==> src/ks_map_pkg.sv <==
// Constants and types shared by the double-slot key stream mapper
package ks_map_pkg;

  // ==========================================================================
  // Widths
  localparam int POS_W = 10;
  localparam int SUB_W = 7;
  localparam int FRAME_W = 11;
  localparam int FN_W = 4;
  localparam int MFN_W = 24;
  localparam int IV_W = MFN_W + FN_W;
  localparam int WORD_W = 3;

  // ==========================================================================
  // D-field layout, counted in bit positions of one segment
  localparam logic [POS_W-1:0] SEG_LEN = 10'h348;
  localparam logic [POS_W-1:0] TAIL_LEN = 10'h028;
  localparam logic [POS_W-1:0] SINGLE_DATA_LEN = 10'h300;
  localparam logic [POS_W-1:0] XFIELD_LEN = 10'h004;
  localparam logic [POS_W-1:0] KS_LAST = SEG_LEN - 10'h001;
  localparam logic [POS_W-1:0] SINGLE_END = TAIL_LEN + SINGLE_DATA_LEN;
  localparam logic [POS_W-1:0] PROT_LAST = KS_LAST + XFIELD_LEN;

  // ==========================================================================
  // Multisubfield layout: 64 data bits then 16 check bits per subfield
  localparam logic [SUB_W-1:0] SUB_PERIOD = 7'h50;
  localparam logic [SUB_W-1:0] SUB_DATA_LEN = 7'h40;
  localparam logic [SUB_W-1:0] SUB_LAST = SUB_PERIOD - 7'h01;

  // ==========================================================================
  // Key stream bits per frame, both segments
  localparam logic [FRAME_W-1:0] FRAME_KS_BITS = 11'h690;

  // ==========================================================================
  // Reset values
  localparam logic MODE_RESET = 1'b0;

  // ==========================================================================
  // Types
  typedef enum logic [1:0] {
    FMT_UNPROT = 2'b00,
    FMT_SINGLE = 2'b01,
    FMT_MULTI = 2'b10
  } bfield_format_t;

  typedef enum logic [0:0] {
    ST_WAIT = 1'b0,
    ST_RUN = 1'b1
  } map_state_t;

endpackage

==> src/bit_stream_if.sv <==
// Valid/ready bit word carrier between the mapper and its output buffer
interface bit_stream_if #(parameter int WIDTH = 3);
  logic valid;
  logic ready;
  logic [WIDTH-1:0] data;
  modport src (output valid, output data, input ready);
  modport snk (input valid, input data, output ready);
endinterface // bit_stream_if

==> src/double_slot_keystream_mapper.sv <==
// Double-slot key stream to tail and B-field bit mapper, one bearer
// ============================================================================
// Notes on behaviour
// [RULE_01] Unprotected B-field: all 800 bits are data
// [RULE_02] Multisubfield: 64 data then 16 check bits
// [RULE_03] Single subfield: 768 data, 32 check, 4 X
// [RULE_04] Check bits and X-field pass unencrypted
// [RULE_05] Two 840-bit segments per D-field pair
// [RULE_06] Control tail: key bits 0-39 onto a8-a47
// [RULE_07] Other tail: key bits 0-39 discarded
// [RULE_08] Unprotected: key bits 40-839 onto b0-b799
// [RULE_09] Single: key 40-807 onto b0-b767, rest unused
// [RULE_10] Subfield k: key 40+80k onto b(80k), 64 bits
// [RULE_11] Sixteen key bits after each subfield unused
// [RULE_12] Frame consumes 1680 key bits, full-slot sync
// [RULE_13] Per bearer, value from frame and multiframe
// [RULE_14] First D-field first segment, second next
// [RULE_15] Mode switch applies to whole connection
// [RULE_16] All connections of a call share mode
// [RULE_17] Mode indication and confirmation once per connection
// [RULE_18] Receive uses identical mapping to recover plaintext
module double_slot_keystream_mapper (
  input wire logic ref_clk, // 250 MHz clock
  input wire logic reset, // Synchronous reset, active high
  input wire logic frame_start, // Pulse before a frame's first bit
  input wire logic [ks_map_pkg::FN_W-1:0] frame_number, // With frame_start
  input wire logic [ks_map_pkg::MFN_W-1:0] multiframe_number, // Same
  input wire logic tail_is_control, // Tail carries control data
  input wire ks_map_pkg::bfield_format_t bfield_format, // B-field format
  input wire logic mode_req, // Pulse: new connection mode
  input wire logic mode_req_value, // 1 encrypt, 0 clear
  input wire logic mode_req_local, // Request raised by this end
  input wire logic ks_valid, // Key stream bit offered
  input wire logic ks_bit, // Key stream bit
  output logic ks_ready, // Key stream bit taken
  input wire logic in_valid, // Burst bit offered
  input wire logic in_bit, // Tail or B-field bit
  output logic in_ready, // Burst bit taken
  output logic out_valid, // Mapped bit available
  output logic out_bit, // Mapped bit
  output logic out_encrypted, // Key bit was applied
  output logic out_second_segment, // Bit of second D-field
  input wire logic out_ready, // Receiver takes mapped bit
  output logic [ks_map_pkg::IV_W-1:0] initialization_value, // Bearer value
  output logic encryption_mode_indication, // Pulse: peer mode change
  output logic encryption_mode_confirmation, // Pulse: own mode change
  output logic encryption_active, // Connection in encrypt mode
  output logic ks_sync_error // Sticky: frame key count wrong
);
  import ks_map_pkg::*;

  // ==========================================================================
  // State
  typedef struct packed {
    map_state_t state;
    logic [POS_W-1:0] pos;
    logic [SUB_W-1:0] sub_pos;
    logic second_seg;
    logic [FRAME_W-1:0] frame_ks;
    logic ks_full;
    logic ks_hold;
    logic ks_rdy;
    logic in_full;
    logic in_hold;
    logic in_rdy;
    logic tail_ct;
    bfield_format_t fmt;
    logic enc_mode;
    logic pend;
    logic pend_mode;
    logic pend_local;
    logic ind;
    logic cfm;
    logic sync_err;
    logic [IV_W-1:0] iv;
  } map_state_reg_t;

  map_state_reg_t st_reg;
  map_state_reg_t st_next;

  logic in_tail;
  logic in_ks_range;
  logic need_ks;
  logic key_mask;
  logic key_apply;
  logic pos_last;
  logic fire;
  logic ks_take;
  logic in_take;
  logic [WORD_W-1:0] buf_out;

  bit_stream_if #(.WIDTH(WORD_W)) map_if ();

  // ==========================================================================
  // Bit classification
  assign in_tail = (st_reg.pos < TAIL_LEN);
  assign in_ks_range = (st_reg.pos <= KS_LAST);
  // Clear mode: generator is not drained, burst bits pass straight
  assign need_ks = st_reg.enc_mode && in_ks_range; // [RULE_05]

  always_comb
  begin
    key_mask = 1'b0;
    if (in_tail)
    begin
      key_mask = st_reg.tail_ct; // [RULE_06] [RULE_07]
    end
    else
    begin
      case (st_reg.fmt)
        FMT_UNPROT: key_mask = in_ks_range; // [RULE_01] [RULE_08]
        FMT_SINGLE: key_mask = (st_reg.pos < SINGLE_END); // [RULE_03] [RULE_09]
        FMT_MULTI: key_mask = in_ks_range &&
                              (st_reg.sub_pos < SUB_DATA_LEN); // [RULE_10] [RULE_11]
        default: key_mask = 1'b0;
      endcase
    end
  end

  // Check bits and X-field see no key bit; same path for receive
  assign key_apply = need_ks && key_mask; // [RULE_04] [RULE_18]
  assign pos_last = (st_reg.fmt == FMT_UNPROT) ? (st_reg.pos == KS_LAST)
                                               : (st_reg.pos == PROT_LAST);
  // Key bit is consumed even where unused, keeping positions aligned
  assign fire = (st_reg.state == ST_RUN) && st_reg.in_full &&
                (!need_ks || st_reg.ks_full) && map_if.ready; // [RULE_05]
  assign ks_take = ks_valid && st_reg.ks_rdy;
  assign in_take = in_valid && st_reg.in_rdy;

  assign map_if.valid = fire;
  assign map_if.data = {st_reg.second_seg, key_apply,
                        st_reg.in_hold ^ (key_apply & st_reg.ks_hold)};

  // ==========================================================================
  // Next state
  always_comb
  begin
    st_next = st_reg;
    st_next.ind = 1'b0;
    st_next.cfm = 1'b0;

    if (fire)
    begin
      st_next.in_full = 1'b0;
      if (need_ks)
      begin
        st_next.ks_full = 1'b0;
        st_next.frame_ks = st_reg.frame_ks + 11'h001; // [RULE_12]
      end
      if (pos_last)
      begin
        st_next.pos = '0;
        st_next.sub_pos = '0;
        st_next.second_seg = ~st_reg.second_seg; // [RULE_14]
        if (st_reg.second_seg)
        begin
          st_next.state = ST_WAIT;
        end
      end
      else
      begin
        st_next.pos = st_reg.pos + 10'h001;
        if (!in_tail)
        begin
          st_next.sub_pos = (st_reg.sub_pos == SUB_LAST) ? 7'h00
                            : st_reg.sub_pos + 7'h01; // [RULE_02] [RULE_10]
        end
      end
    end

    if (frame_start)
    begin
      // Mid-frame start resynchronises; held bits are stale
      st_next.state = ST_RUN;
      st_next.pos = '0;
      st_next.sub_pos = '0;
      st_next.second_seg = 1'b0; // [RULE_14]
      st_next.frame_ks = '0;
      st_next.ks_full = 1'b0;
      st_next.in_full = 1'b0;
      st_next.tail_ct = tail_is_control;
      st_next.fmt = bfield_format;
      st_next.iv = {multiframe_number, frame_number}; // [RULE_13]
      if (st_reg.enc_mode && (st_reg.frame_ks != '0) &&
          (st_reg.frame_ks != FRAME_KS_BITS))
      begin
        st_next.sync_err = 1'b1; // [RULE_12]
      end
      if (st_reg.pend)
      begin
        // One mode for every bearer of the connection and call
        st_next.enc_mode = st_reg.pend_mode; // [RULE_15] [RULE_16]
        st_next.pend = 1'b0;
        st_next.cfm = st_reg.pend_local; // [RULE_17]
        st_next.ind = ~st_reg.pend_local; // [RULE_17]
      end
    end

    // A request landing on the switching frame waits for the next one
    if (mode_req)
    begin
      st_next.pend = 1'b1; // [RULE_15]
      st_next.pend_mode = mode_req_value;
      st_next.pend_local = mode_req_local;
    end

    if (ks_take)
    begin
      st_next.ks_full = 1'b1;
      st_next.ks_hold = ks_bit;
    end
    if (in_take)
    begin
      st_next.in_full = 1'b1;
      st_next.in_hold = in_bit;
    end

    // One bit held per side costs half rate but keeps readies registered
    st_next.ks_rdy = !st_next.ks_full && st_next.enc_mode &&
                     (st_next.state == ST_RUN);
    st_next.in_rdy = !st_next.in_full && (st_next.state == ST_RUN);
  end

  always_ff @(posedge ref_clk)
  begin
    if (reset)
    begin
      st_reg <= '0;
      st_reg.state <= ST_WAIT;
      st_reg.fmt <= FMT_UNPROT;
      st_reg.enc_mode <= MODE_RESET;
    end
    else
    begin
      st_reg <= st_next;
    end
  end

  // ==========================================================================
  // Output buffer
  ks_two_entry_buffer #(.WIDTH(WORD_W)) out_buffer (
    .ref_clk(ref_clk),
    .reset(reset),
    .in_side(map_if),
    .out_valid(out_valid),
    .out_data(buf_out),
    .out_ready(out_ready)
  );

  assign out_bit = buf_out[0];
  assign out_encrypted = buf_out[1];
  assign out_second_segment = buf_out[2];
  assign ks_ready = st_reg.ks_rdy;
  assign in_ready = st_reg.in_rdy;
  assign initialization_value = st_reg.iv;
  assign encryption_mode_indication = st_reg.ind;
  assign encryption_mode_confirmation = st_reg.cfm;
  assign encryption_active = st_reg.enc_mode;
  assign ks_sync_error = st_reg.sync_err;

  // ==========================================================================
  // Checks
  chk_tail_discard: assert property ( // [RULE_07]
    @(posedge ref_clk) disable iff (reset)
    (fire && in_tail && !st_reg.tail_ct) |->
      (!map_if.data[1] && (map_if.data[0] == st_reg.in_hold)))
    else $error("tail keyed without control data");

  chk_tail_keyed: assert property ( // [RULE_06]
    @(posedge ref_clk) disable iff (reset)
    (fire && in_tail && st_reg.tail_ct && st_reg.enc_mode) |->
      (map_if.data[0] == (st_reg.in_hold ^ st_reg.ks_hold)))
    else $error("control tail not keyed");

  chk_unprot_all: assert property ( // [RULE_08]
    @(posedge ref_clk) disable iff (reset)
    (fire && st_reg.enc_mode && !in_tail && in_ks_range &&
     (st_reg.fmt == FMT_UNPROT)) |-> key_apply)
    else $error("unprotected bit left clear");

  chk_single_tail: assert property ( // [RULE_09]
    @(posedge ref_clk) disable iff (reset)
    (fire && (st_reg.fmt == FMT_SINGLE) && (st_reg.pos >= SINGLE_END))
      |-> !key_apply)
    else $error("single subfield check or X keyed");

  chk_multi_gap: assert property ( // [RULE_11]
    @(posedge ref_clk) disable iff (reset)
    (fire && (st_reg.fmt == FMT_MULTI) && !in_tail &&
     (st_reg.sub_pos >= SUB_DATA_LEN)) |-> !key_apply)
    else $error("subfield check bits keyed");

  chk_sub_align: assert property ( // [RULE_10]
    @(posedge ref_clk) disable iff (reset)
    (fire && (st_reg.pos == TAIL_LEN)) |-> (st_reg.sub_pos == 7'h00))
    else $error("subfield count misaligned at b0");

  chk_seg_order: assert property ( // [RULE_14]
    @(posedge ref_clk) disable iff (reset)
    (fire && pos_last && !st_reg.second_seg && !frame_start) |=>
      (st_reg.second_seg && (st_reg.pos == '0)))
    else $error("second segment not selected");

  chk_frame_count: assert property ( // [RULE_12]
    @(posedge ref_clk) disable iff (reset)
    (fire && need_ks && pos_last && st_reg.second_seg && !frame_start &&
     (st_reg.frame_ks == FRAME_KS_BITS - 11'h001)) |=>
      (st_reg.frame_ks == FRAME_KS_BITS) && (st_reg.state == ST_WAIT))
    else $error("frame key count off");

  chk_mode_report: assert property ( // [RULE_17]
    @(posedge ref_clk) disable iff (reset)
    (st_reg.enc_mode != $past(st_reg.enc_mode)) |->
      ((st_reg.ind ^ st_reg.cfm) && $past(frame_start)))
    else $error("mode changed without single report");

  chk_report_pulse: assert property ( // [RULE_17]
    @(posedge ref_clk) disable iff (reset)
    (st_reg.ind || st_reg.cfm) |=> !(st_reg.ind || st_reg.cfm))
    else $error("mode report longer than one cycle");

endmodule // double_slot_keystream_mapper

==> src/ks_two_entry_buffer.sv <==
// Two-entry valid/ready buffer on the mapped data path
module ks_two_entry_buffer #(
  parameter int WIDTH = 3
) (
  input wire logic ref_clk, // System clock
  input wire logic reset, // Synchronous reset, active high
  bit_stream_if.snk in_side, // Words from the mapper
  output logic out_valid, // Word available
  output logic [WIDTH-1:0] out_data, // Oldest word
  input wire logic out_ready // Receiver takes the word
);

  typedef struct packed {
    logic [1:0] count;
    logic valid;
    logic [1:0][WIDTH-1:0] entry;
  } buf_state_t;

  buf_state_t st_reg;
  buf_state_t st_next;
  logic push;
  logic pop;

  // Full at two entries; the mapper stalls on this
  assign in_side.ready = (st_reg.count != 2'h2);
  assign push = in_side.valid && in_side.ready;
  assign pop = st_reg.valid && out_ready;
  assign out_valid = st_reg.valid;
  assign out_data = st_reg.entry[0];

  always_comb
  begin
    st_next = st_reg;
    if (pop)
    begin
      st_next.entry[0] = st_reg.entry[1];
      st_next.count = st_reg.count - 2'h1;
    end
    if (push)
    begin
      st_next.entry[st_next.count[0]] = in_side.data;
      st_next.count = st_next.count + 2'h1;
    end
    st_next.valid = (st_next.count != 2'h0);
  end

  always_ff @(posedge ref_clk)
  begin
    if (reset)
    begin
      st_reg <= '0;
    end
    else
    begin
      st_reg <= st_next;
    end
  end

endmodule // ks_two_entry_buffer

==> config.mk <==
export PLATFORM = sky130hd
export DESIGN_NAME = double_slot_keystream_mapper
export DESIGN_NICKNAME = d
export VERILOG_FILES = /design/src/ks_map_pkg.sv /design/src/bit_stream_if.sv /design/src/double_slot_keystream_mapper.sv /design/src/ks_two_entry_buffer.sv
export SDC_FILE = /design/constraint.sdc
export NUM_CORES = 1
export LEC_CHECK = 0
export CORE_MARGIN = 3
export CORE_UTILIZATION = 31
export DETAILED_ROUTE_END_ITERATION = 7
export DONT_BUFFER_PORTS = 1
export HOLD_SLACK_MARGIN = 0.03
export MAX_ROUTING_LAYER = met4
export PLACE_DENSITY_LB_ADDON = 0.3
export SYNTH_ARGS = -nofsm -noshare
export SYNTH_HDL_FRONTEND = slang
export SYNTH_HIERARCHICAL = 1
export SYNTH_SLANG_ARGS = --single-unit
==> constraint.sdc <==
create_clock -name ref_clk -period 2.35 [get_ports ref_clk]
set_clock_uncertainty 0.05 [all_clocks]
set_input_delay 0.1175 -clock ref_clk [delete_from_list [all_inputs] [get_ports ref_clk]]
set_output_delay 0.1175 -clock ref_clk [all_outputs]
set_load 0.1 [all_outputs]
After elaboration in Yosys (flattened, before gate mapping)
Index checks and enable logic that the tools add are counted.
- register bits: 83
- memories kept: 0
- memory bits (writable): 0
- output and inout bits: 38
- ROM bits: 0
- latch bits: 0
- reductions and logical operators: 30
- magnitude comparators: 6
- bitwise gates (word level): 6
- div/mod/pow operators: 0
- multiply operators: 0
- equal/unequal tests: 8
- $add $sub $neg: 5
- multiplexer cells: 26
- shift operators: 0
- operator list (cell ; number):
    2-to-1 mux 31 bit ; 2
    == test 10 bit (second input constant) ; 2
    2-to-1 mux 17 bit ; 1
    logical AND 1 bit ; 16
    2-to-1 mux 7 bit ; 2
    2-to-1 mux 12 bit ; 1
    2-to-1 mux 2 bit ; 6
    2-to-1 mux 3 bit ; 4
    adder 11 x 1 -> 11 bit (second input constant) ; 1
    != test 11 bit (second input constant) ; 1
    nonzero test 11 bit ; 1
    adder 10 x 1 -> 10 bit (second input constant) ; 1
    less-or-equal comparator 10 bit (second input constant) ; 1
    < comparator 10 bit (second input constant) ; 1
    < comparator 10 x 6 -> 1 bit (second input constant) ; 1
    AND reduction 2 bit ; 4
    adder 7 x 1 -> 7 bit (second input constant) ; 1
    == test 7 bit (second input constant) ; 1
    < comparator 7 bit (second input constant) ; 1
    2-to-1 mux 1 bit ; 7
    bitwise mux 6 bit ; 1
    NOT 1 bit ; 4
    nonzero test 2 bit ; 2
    demux 3 bit (select 1 bit) ; 1
    16 further kinds ; 18

Logic depth before layout (Yosys ltp)
Gate-level depths: netlist of the first run.
- word-level depth: 12
- mapped depth: 11

By module
The synthesis of the first run kept the hierarchy.
- by module, submodules not included (module ; instances ; area each (µm²) ; cells an instance):
    double_slot_keystream_mapper ; 1 ; 3437.0 ; 383
    ks_two_entry_buffer ; 1 ; 459.2 ; 45

Worst setup path before layout of the first run
No wires, ideal clock.
- path type: reg-to-reg
- from: register st_reg (netlist bit encryption_active)
- to: register out_buffer/st_reg[3] in the netlist's numbering
- library setup time: 0.126 ns
- stages on the path, launching flop included: 10
- period minus slack after synthesis: 2.470 ns
- path slack: -0.120 ns
- data arrival time: 2.294 ns
- path buffers: 1
- cells stage by stage: dfxtp_1 -> buf_2 -> nor2b_1 -> nor2_1 -> nor2_4 -> inv_1 -> nor2b_2 -> ha_1 -> mux2i_1 -> nor2_1
- cells in the longest elaborated chain, start to end: 6
- elaborated cells on any way between the ends: 10
- classes of those cells: mux: 1; bitwise: 2; reduce/logical: 7
- RTL lines (item ; line ; RTL):
    start: declaration ; double_slot_keystream_mapper.sv:78 ; map_state_reg_t st_reg;
    start signal: assignment ; double_slot_keystream_mapper.sv:235 ; st_reg <= st_next;
    logical AND 1 bit ; double_slot_keystream_mapper.sv:99 ; assign need_ks = st_reg.enc_mode && in_ks_range;
    zero test 1 bit ; double_slot_keystream_mapper.sv:126 ; (!need_ks || st_reg.ks_full) && map_if.ready;
    logical OR 1 bit ; double_slot_keystream_mapper.sv:126 ;
    logical AND 1 bit ; double_slot_keystream_mapper.sv:125 ; assign fire = (st_reg.state == ST_RUN) && st_reg.in_full &&
    logical AND 1 bit ; double_slot_keystream_mapper.sv:126 ;
    via fire ; double_slot_keystream_mapper.sv:87 ; logic fire;
    logical AND 1 bit ; ks_two_entry_buffer.sv:26 ; assign push = in_side.valid && in_side.ready;
    end signal: assignment ; ks_two_entry_buffer.sv:55 ; st_reg <= st_next;
    end: declaration ; ks_two_entry_buffer.sv:19 ; buf_state_t st_reg;
The timed path passes the listed nets, and every way through them passes these cells.
A chain may end at the register's enable or synchronous reset.

Final worst setup path of the first run
- from: register st_reg[63] in the netlist's numbering
- to: register out_buffer.st_reg (netlist bit out_buffer/out_data[0])
- elaborated cells on any way between the ends: 17
- classes of those cells: order compare: 3; mux: 4; bitwise: 2; reduce/logical: 8
- RTL lines (item ; line ; RTL):
    less-or-equal comparator 10 bit ; double_slot_keystream_mapper.sv:97 ; assign in_ks_range = (st_reg.pos <= KS_LAST);
    logical AND 1 bit ; double_slot_keystream_mapper.sv:99 ;
    zero test 1 bit ; double_slot_keystream_mapper.sv:126 ;
    logical OR 1 bit ; double_slot_keystream_mapper.sv:126 ;
    logical AND 1 bit ; double_slot_keystream_mapper.sv:125 ;
    logical AND 1 bit ; double_slot_keystream_mapper.sv:126 ;
    via fire ; double_slot_keystream_mapper.sv:87 ;
    logical AND 1 bit ; ks_two_entry_buffer.sv:26 ;
    2-to-1 mux 3 bit ; ks_two_entry_buffer.sv:39 ; if (push)
The timed path passes the listed nets, and every way through them passes these cells.

==> results of run 1 <==
[final timing paths]
kind                    from                      to  slack, ns  cells past startpoint
setup reg to reg  st_reg[63]  out_buffer/out_data[0]       0.18                      9
hold reg to reg   st_reg[57]              st_reg[57]       0.42                      2
hold / removal         reset    out_buffer/st_reg[7]       0.04                      2
setup / recovery  st_reg[63]  out_buffer/out_data[0]       0.18                      9
[final cells by class]
class / instances / area, um^2
Clock buffer: 11 / 253
Clock inverter: 4 / 26.3
Fill cell: 1189 / 7150
Inverter: 10 / 37.5
Multi-Input combinational cell: 285 / 1900
Sequential cell: 83 / 1670
Tap cell: 168 / 210
Timing Repair Buffer: 101 / 926
[placed cells by master, fill, tap and decap left out, types with 7 or more instances in the layout]
master          n
clkbuf_16       9
o21ai_0        13
nand3_1        14
buf_4          42
mux2i_1        43
a21oi_1        13
xnor2_1         7
dlygate4sd3_1  57
nor2_1         79
xor2_1         18
nand2_1        16
dfxtp_1        80
inv_1          10
nand4_1         9
[timing repair]
action,4_1_cts,5_1_grt
setup buffers,0,1
hold endpoints to repair,57,0
endpoints found under the setup margin,0,6
hold buffers,59,0
resized for setup,0,7
[stage by stage]
step | std cells | hold WS [ns] | utilization (%) | setup slack, ns | cell area [um^2]
2_1_floorplan | 428 | 0.185 | - | 0.215 | 3900
3_3_place_gp | 587 | 0.139 | 33.6 | 0.202 | 4090
3_5_place_dp | 587 | 0.141 | 33.6 | 0.0804 | 4090
4_1_cts | 661 | 0.0389 | 41.0 | 0.0637 | 4980
5_1_grt | 662 | 0.0582 | 41.2 | 0.0120 | 5020
6_report | 662 | 0.0399 | 41.2 | 0.184 | 5020
[power by group through the flow]
stage | Clock (mW) | Sequential [mW] | Combinational [mW]
6_report | 1.32 | 1.49 | 0.581
4_1_cts | 1.35 | 1.49 | 0.577
2_1_floorplan | 0 | 1.57 | 0.394
3_3_place_gp | 0 | 1.52 | 0.458
3_5_place_dp | 0 | 1.52 | 0.463
5_1_grt | 1.41 | 1.49 | 0.617
[worst max-delay path: cells and delay by family, from the launching register on]
family                     cells  cell delay (ns)
and+or+nand+nor                5             0.81
AOI/OAI and AO/OA              1             0.31
muxes                          1             0.22
buffers and inverters          1             0.06
adders and majority gates      1             0.23
DFF                            1             0.38
[routing by layer]
layer  up-vias  GRT usage (%)  routed length (um)
met4         0           7.03                 244
li1       1560              -                   -
met5         -              -                   0
met1      1467           16.1                3890
met2        90           22.4                4360
met3        19           3.17                 494
[kinds of logic after synthesis]
family                     share of synthesized area (%)
and+or+nand+nor                                     20.6
DFF                                                 42.6
buffers and inverters                               9.28
AOI/OAI and AO/OA                                   7.96
muxes                                               11.9
xor gates and xnor gates                            5.62
adders and majority gates                           1.93
==> flow_metrics.py, run 1 <==
metrics = {
    "outcome": {
        "status": "finished clean",
    },
    "clock_network": {
        "htreeDepth": 3,
        "clk_pin_slew_ns": 0.06,
        "tritoncts": "built",
        "cts_buffer_depth": 2,
        "numClockSinks": 83,
        "clk_latency_ns": 0.33,
        "clockRootBuffer": "clkbuf_16",
        "numCtsBuffers": 9,
    },
    "timing": {
        "slew_viol_final": 0,
        "finalHoldViolCount": 0,
        "fin_crit_ns": 2.17,
        "setup_viol": 0,
        "period_share_pct": 92.2,
        "rsz0062_at_grt": "false",
        "fmax_mhz": 462,
        "finalSetupTns_ns": 0,
        "max_slew_margin_pct": 35.8,
        "worst_pin_slew_ns": 0.962,
    },
    "logic_synthesis": {
        "synth.cells.most_frequent": "dfxtp_1, nor2_1, mux2i_1",
        "synth-async-reset-ratio_pct": 0,
        "synth_edf_count": 0,
        "synth_top_area_share_pct": 42.6,
        "ys_ff_latch": 83,
        "seq_area_frac_synth_pct": 42.6,
        "synth_area_leaders": "dfxtp_1, mux2i_1, nor2_1, buf_4, xor2_1",
        "avgSynthCellArea_um2": 9.10,
        "ys.flop_type": "dfxtp_1",
        "synth_top_area_cell": "dfxtp_1",
        "yosys_warnings": 6,
        "yosys.cell_types.count": 51,
        "syn-num-nets": 476,
        "netlist_area_um2": 3900,
        "synthCells": 428,
        "yosysMostFrequentCell": "dfxtp_1",
    },
    "routing": {
        "wire_per_inst_um": 13.6,
        "antenna_left": 0,
        "drt_iter0_drc": 115,
        "firstDrtPassIters": 6,
        "wl_mm": 9.00,
        "vias_per_cell": 4.74,
        "drc": 0,
        "vias": 3136,
    },
    "floorplan": {
        "dieArea_um2": 14000,
        "core-area_um2": 12200,
        "ios": 80,
        "die_h_um": 118,
        "initial_core_util_pct": 32.0,
        "rows": 40,
        "die_w_um": 118,
    },
    "power_and_ir_drop": {
        "power.share.clock_pct": 39.0,
        "pwr_density_cell_nw_per_um2": 676,
        "pwr-share-seq_pct": 43.9,
        "power_leakage_nw": 2.02,
        "switchingPower_mw": 0.977,
        "pwr-share-comb_pct": 17.1,
        "power_mw": 3.39,
        "p_int_mw": 2.41,
        "max-vdd-ir-drop_uv": 471,
        "swShare_pct": 28.8,
    },
    "final_layout": {
        "num_antenna_cells": 0,
        "final_nets": 538,
        "area.growth.synth_to_final_pct": 28.7,
        "largest_reg_flops": 39,
        "drive_gt1_share_pct": 16.0,
    },
    "placed_design": {
        "portBuffers": 0,
        "place.gp.congestion": 0.833,
        "post-dp-hpwl_mm": 5.74,
    },
    "setup_path": {
        "crit_chain": "ha_2 -> nand3b_1 -> a211oi_4 -> nor2_4 -> inv_1 -> nor2b_2 -> nor3b_4 -> mux2i_1 -> nor2_1",
        "cp-start-kind": "flop",
        "crit_type": "flop to flop",
        "crit_path_max_fanout": 10,
        "arrival_ns": 2.33,
        "required_ns": 2.52,
        "cp-end-kind": "flop",
        "critPathSlowestCell": "dfxtp_2",
        "cp_slowest_stage_delay_ns": 0.38,
    },
    "worst_hold_path": {
        "worstHoldPathType": "primary input to flop",
    },
    "global_route": {
        "grt_antenna_before_repair": 0,
        "grt_max_degree": 54,
        "gr-total-overflow": 0,
        "grt_pass1_vias": 3259,
        "grt_pass1_wl_mm": 15.5,
        "grt_usage_pct": 13.8,
    },
    "run": {
        "cap_violations": 0,
    },
}
Note: power is estimated with default switching activity, not from simulation.
==> run 2: changes to the inputs <==
--- a/config.mk
+++ b/config.mk
@@ -5,6 +5,7 @@
 export SDC_FILE = /design/constraint.sdc
 export NUM_CORES = 1
 export LEC_CHECK = 0
+export ABC_AREA = 1
 export CORE_MARGIN = 3
 export CORE_UTILIZATION = 31
 export DETAILED_ROUTE_END_ITERATION = 7
==> run 2 against run 1 <==
  * Utilization is 1.5 points lower
  * Final cell count is 21% higher
  * Via count is 20% higher
  * Combinational power is 19% higher
  * First-iteration DRC count is 94% higher
  * Routed wire length is 12% higher
  * Area after synthesis is 5.7% higher
  * Critical endpoint is now out_buffer/st_reg[3]
  * Largest cell class unchanged
==> flow_metrics.py, run 2 <==
metrics = {
    "clock_network": {
        "clockRootBuffer": "clkbuf_16",
        "tritoncts": "built",
        "htreeDepth": 3,
        "numClockSinks": 83,
        "numCtsBuffers": 9,
        "postCtsSetupBuffers": 0,
        "clk_latency_ns": 0.34,
        "clk_pin_slew_ns": 0.06,
        "cts_buffer_depth": 2,
    },
    "logic_synthesis": {
        "synth_edf_count": 0,
        "synth_xor_area_share_pct": 1.49,
        "synth_top_area_share_pct": 40.4,
        "synth_compound_area_share_pct": 11.9,
        "synth-async-reset-ratio_pct": 0,
        "yosys_warnings": 6,
        "synth.cells.most_frequent": "nor2_1, nand2_1, dfxtp_1",
        "netlist_area_um2": 4120,
        "ys_ff_latch": 83,
        "synthCells": 572,
        "synth_adder_area_share_pct": 1.82,
        "avgSynthCellArea_um2": 7.20,
        "synth_area_leaders": "dfxtp_1, nor2_1, nand2_1, buf_4, o21ai_0",
        "synth_top_area_cell": "dfxtp_1",
        "synth-simple-area-share_pct": 31.6,
        "synth_mux_area_share_pct": 0,
        "ys.flop_type": "dfxtp_1",
        "synth_top_family_by_area": "simple AND/OR/NAND/NOR gates",
        "seq_area_frac_synth_pct": 40.4,
        "syn-num-nets": 620,
        "yosysMostFrequentCell": "nor2_1",
        "yosys.cell_types.count": 43,
    },
    "power_and_ir_drop": {
        "pwr-share-seq_pct": 41.2,
        "max-vdd-ir-drop_uv": 516,
        "pwr_density_cell_nw_per_um2": 725,
        "power_leakage_nw": 2.14,
        "switchingPower_mw": 1.11,
        "power.share.clock_pct": 40.1,
        "p_int_mw": 2.58,
        "pwr-share-comb_pct": 18.6,
        "swShare_pct": 30.0,
    },
    "routing": {
        "vias_per_cell": 4.70,
        "drt_iter0_drc": 223,
        "wl_mm": 10.1,
        "antenna_left": 0,
        "vias": 3753,
        "firstDrtPassIters": 5,
        "wire_per_inst_um": 12.6,
        "drc": 0,
    },
    "floorplan": {
        "ios": 80,
        "die_h_um": 121,
        "die_w_um": 121,
        "rows": 41,
        "dieArea_um2": 14700,
        "initial_core_util_pct": 32.1,
        "core-area_um2": 12800,
    },
    "run": {
        "cap_violations": 0,
    },
    "timing": {
        "fin_crit_ns": 2.18,
        "finalSetupTns_ns": 0,
        "finalHoldViolCount": 0,
        "worst_pin_slew_ns": 0.509,
        "whs_ns": 0.0660,
        "rsz0062_at_grt": "false",
        "setup_viol": 0,
        "slew_viol_final": 0,
        "fmax_mhz": 458,
        "max_slew_margin_pct": 66.0,
        "period_share_pct": 92.9,
    },
    "final_layout": {
        "fin_util_pct": 39.7,
        "area.growth.synth_to_final_pct": 23.7,
        "area.sequential_um2": 1660,
        "drive_gt1_share_pct": 12.9,
        "num_antenna_cells": 0,
        "layout_common_cells": "nor2_1, nand2_1, dfxtp_1",
        "multi_input_area_um2": 1930,
        "largest_reg_flops": 39,
        "fillers": 1339,
        "final_common_cell": "nor2_1",
        "final_nets": 669,
    },
    "setup_path": {
        "arrival_ns": 2.36,
        "crit_type": "flop to flop",
        "reg2reg_slack_ns": 0.17,
        "r2r_cells": 13,
        "regToRegEndpoint": "out_buffer/st_reg[3]",
        "startpoint": "out_buffer/st_reg[7]",
        "crit_chain": "inv_1 -> ha_1 -> inv_1 -> nand2_1 -> nor2_4 -> nand2_8 -> inv_6 -> inv_1 -> nor2_8 -> ha_1 -> inv_1 -> o21ai_0 -> a21oi_1",
        "crit_path_max_fanout": 19,
        "r2r-start": "out_buffer/st_reg[7]",
        "cp_slowest_stage_delay_ns": 0.36,
        "cp-endpoint": "out_buffer/st_reg[3]",
        "required_ns": 2.53,
        "cp-start-kind": "flop",
        "critPathMostFrequentCell": "inv_1",
        "critPathSlowestCell": "dfxtp_2",
        "cp-end-kind": "flop",
    },
    "global_route": {
        "grt_pass1_wl_mm": 17.0,
        "grt_max_degree": 38,
        "grt_antenna_before_repair": 0,
        "grt_pass1_vias": 3607,
        "grt_usage_pct": 14.7,
        "grt_util_met1_pct": 18.3,
        "gr-total-overflow": 0,
        "use_met2_pct": 23.1,
        "busiest_layer": "met2",
        "grtUsageMet3_pct": 4.85,
    },
    "outcome": {
        "status": "finished clean",
    },
    "placed_design": {
        "post-dp-hpwl_mm": 6.97,
        "portBuffers": 0,
        "place.gp.congestion": 0.872,
    },
    "worst_hold_path": {
        "worstHoldPathType": "primary input to flop",
    },
}
[run 2: how the worst min path moves through the flow]
stage	from	end	slack, ns	depth (start not counted)
after floorplan	frame_number[0]	initialization_value[0]	0.20	2
after global placement	reset	st_reg[42]	0.14	1
after detailed placement	reset	st_reg[40]	0.15	1
after CTS	out_ready	out_buffer/out_data[2]	0.03	6
after global routing	out_ready	out_buffer/out_data[2]	0.06	6
final	out_ready	out_buffer/out_data[2]	0.07	6
[run 2: critical path: cells and delay by family (launching register included)]
family                     cells  cell delay, ns
buffers and inverters          5            0.45
and+or+nand+nor                4            0.51
DFF                            1            0.36
AOI/OAI and AO/OA              2            0.22
adders and majority gates      2            0.47
[run 2: power groups by stage]
| stage | logic, mW | clock network, mW | registers (mW) |
|---|---|---|---|
| floorplan | 0.482 | 0 | 1.62 |
| global placement | 0.608 | 0 | 1.55 |
| detailed placement | 0.616 | 0 | 1.55 |
| CTS | 0.689 | 1.54 | 1.52 |
| global route | 0.730 | 1.59 | 1.53 |
| finish | 0.689 | 1.48 | 1.52 |
[run 2: what timing repair did]
item,in CTS,in global routing
endpoints found under the hold margin,53,0
endpoints found under the setup margin,0,4
hold buffers,44,0
resized for setup,0,1
[run 2: metal layers]
layer | part of all wire [%] | vias to the layer above
met5 | 0 | -
met1 | 46 | 1711
met3 | 6.9 | 14
li1 | - | 1920
met2 | 46 | 108
met4 | 1.4 | 0
[run 2: per-stage QoR]
stage | cells | setup WS, ns | area (um^2) | total power, mW
CTS | 798 | 0.0846 | 5090 | 3.75
finish | 798 | 0.167 | 5090 | 3.69
floorplan | 572 | 0.0767 | 4120 | 2.10
detailed placement | 738 | 0.104 | 4330 | 2.17
global placement | 738 | 0.179 | 4330 | 2.16
global route | 798 | 0.00201 | 5090 | 3.85
[run 2: final cells by class]
class	instances	share of cell area [%]
multi-input cells	385	37.9
flip-flops and latches	83	32.6
repair buffers	85	14.9
clock buffers	12	4.64
inverters	57	4.30
well taps	172	4.22
clock inverters	4	1.45
[run 2: cells by family (layout without fill, tap and decap cells)]
logic type               count (synthesis)  count (layout)
flip-flops                              83              83
adder cells (fa/ha/maj)                  6               6
XOR/XNOR                                 7               7
buffers and inverters                  104             158
AND/OR/NAND/NOR                        278             278
AO/OA/AOI/OAI                           94              94
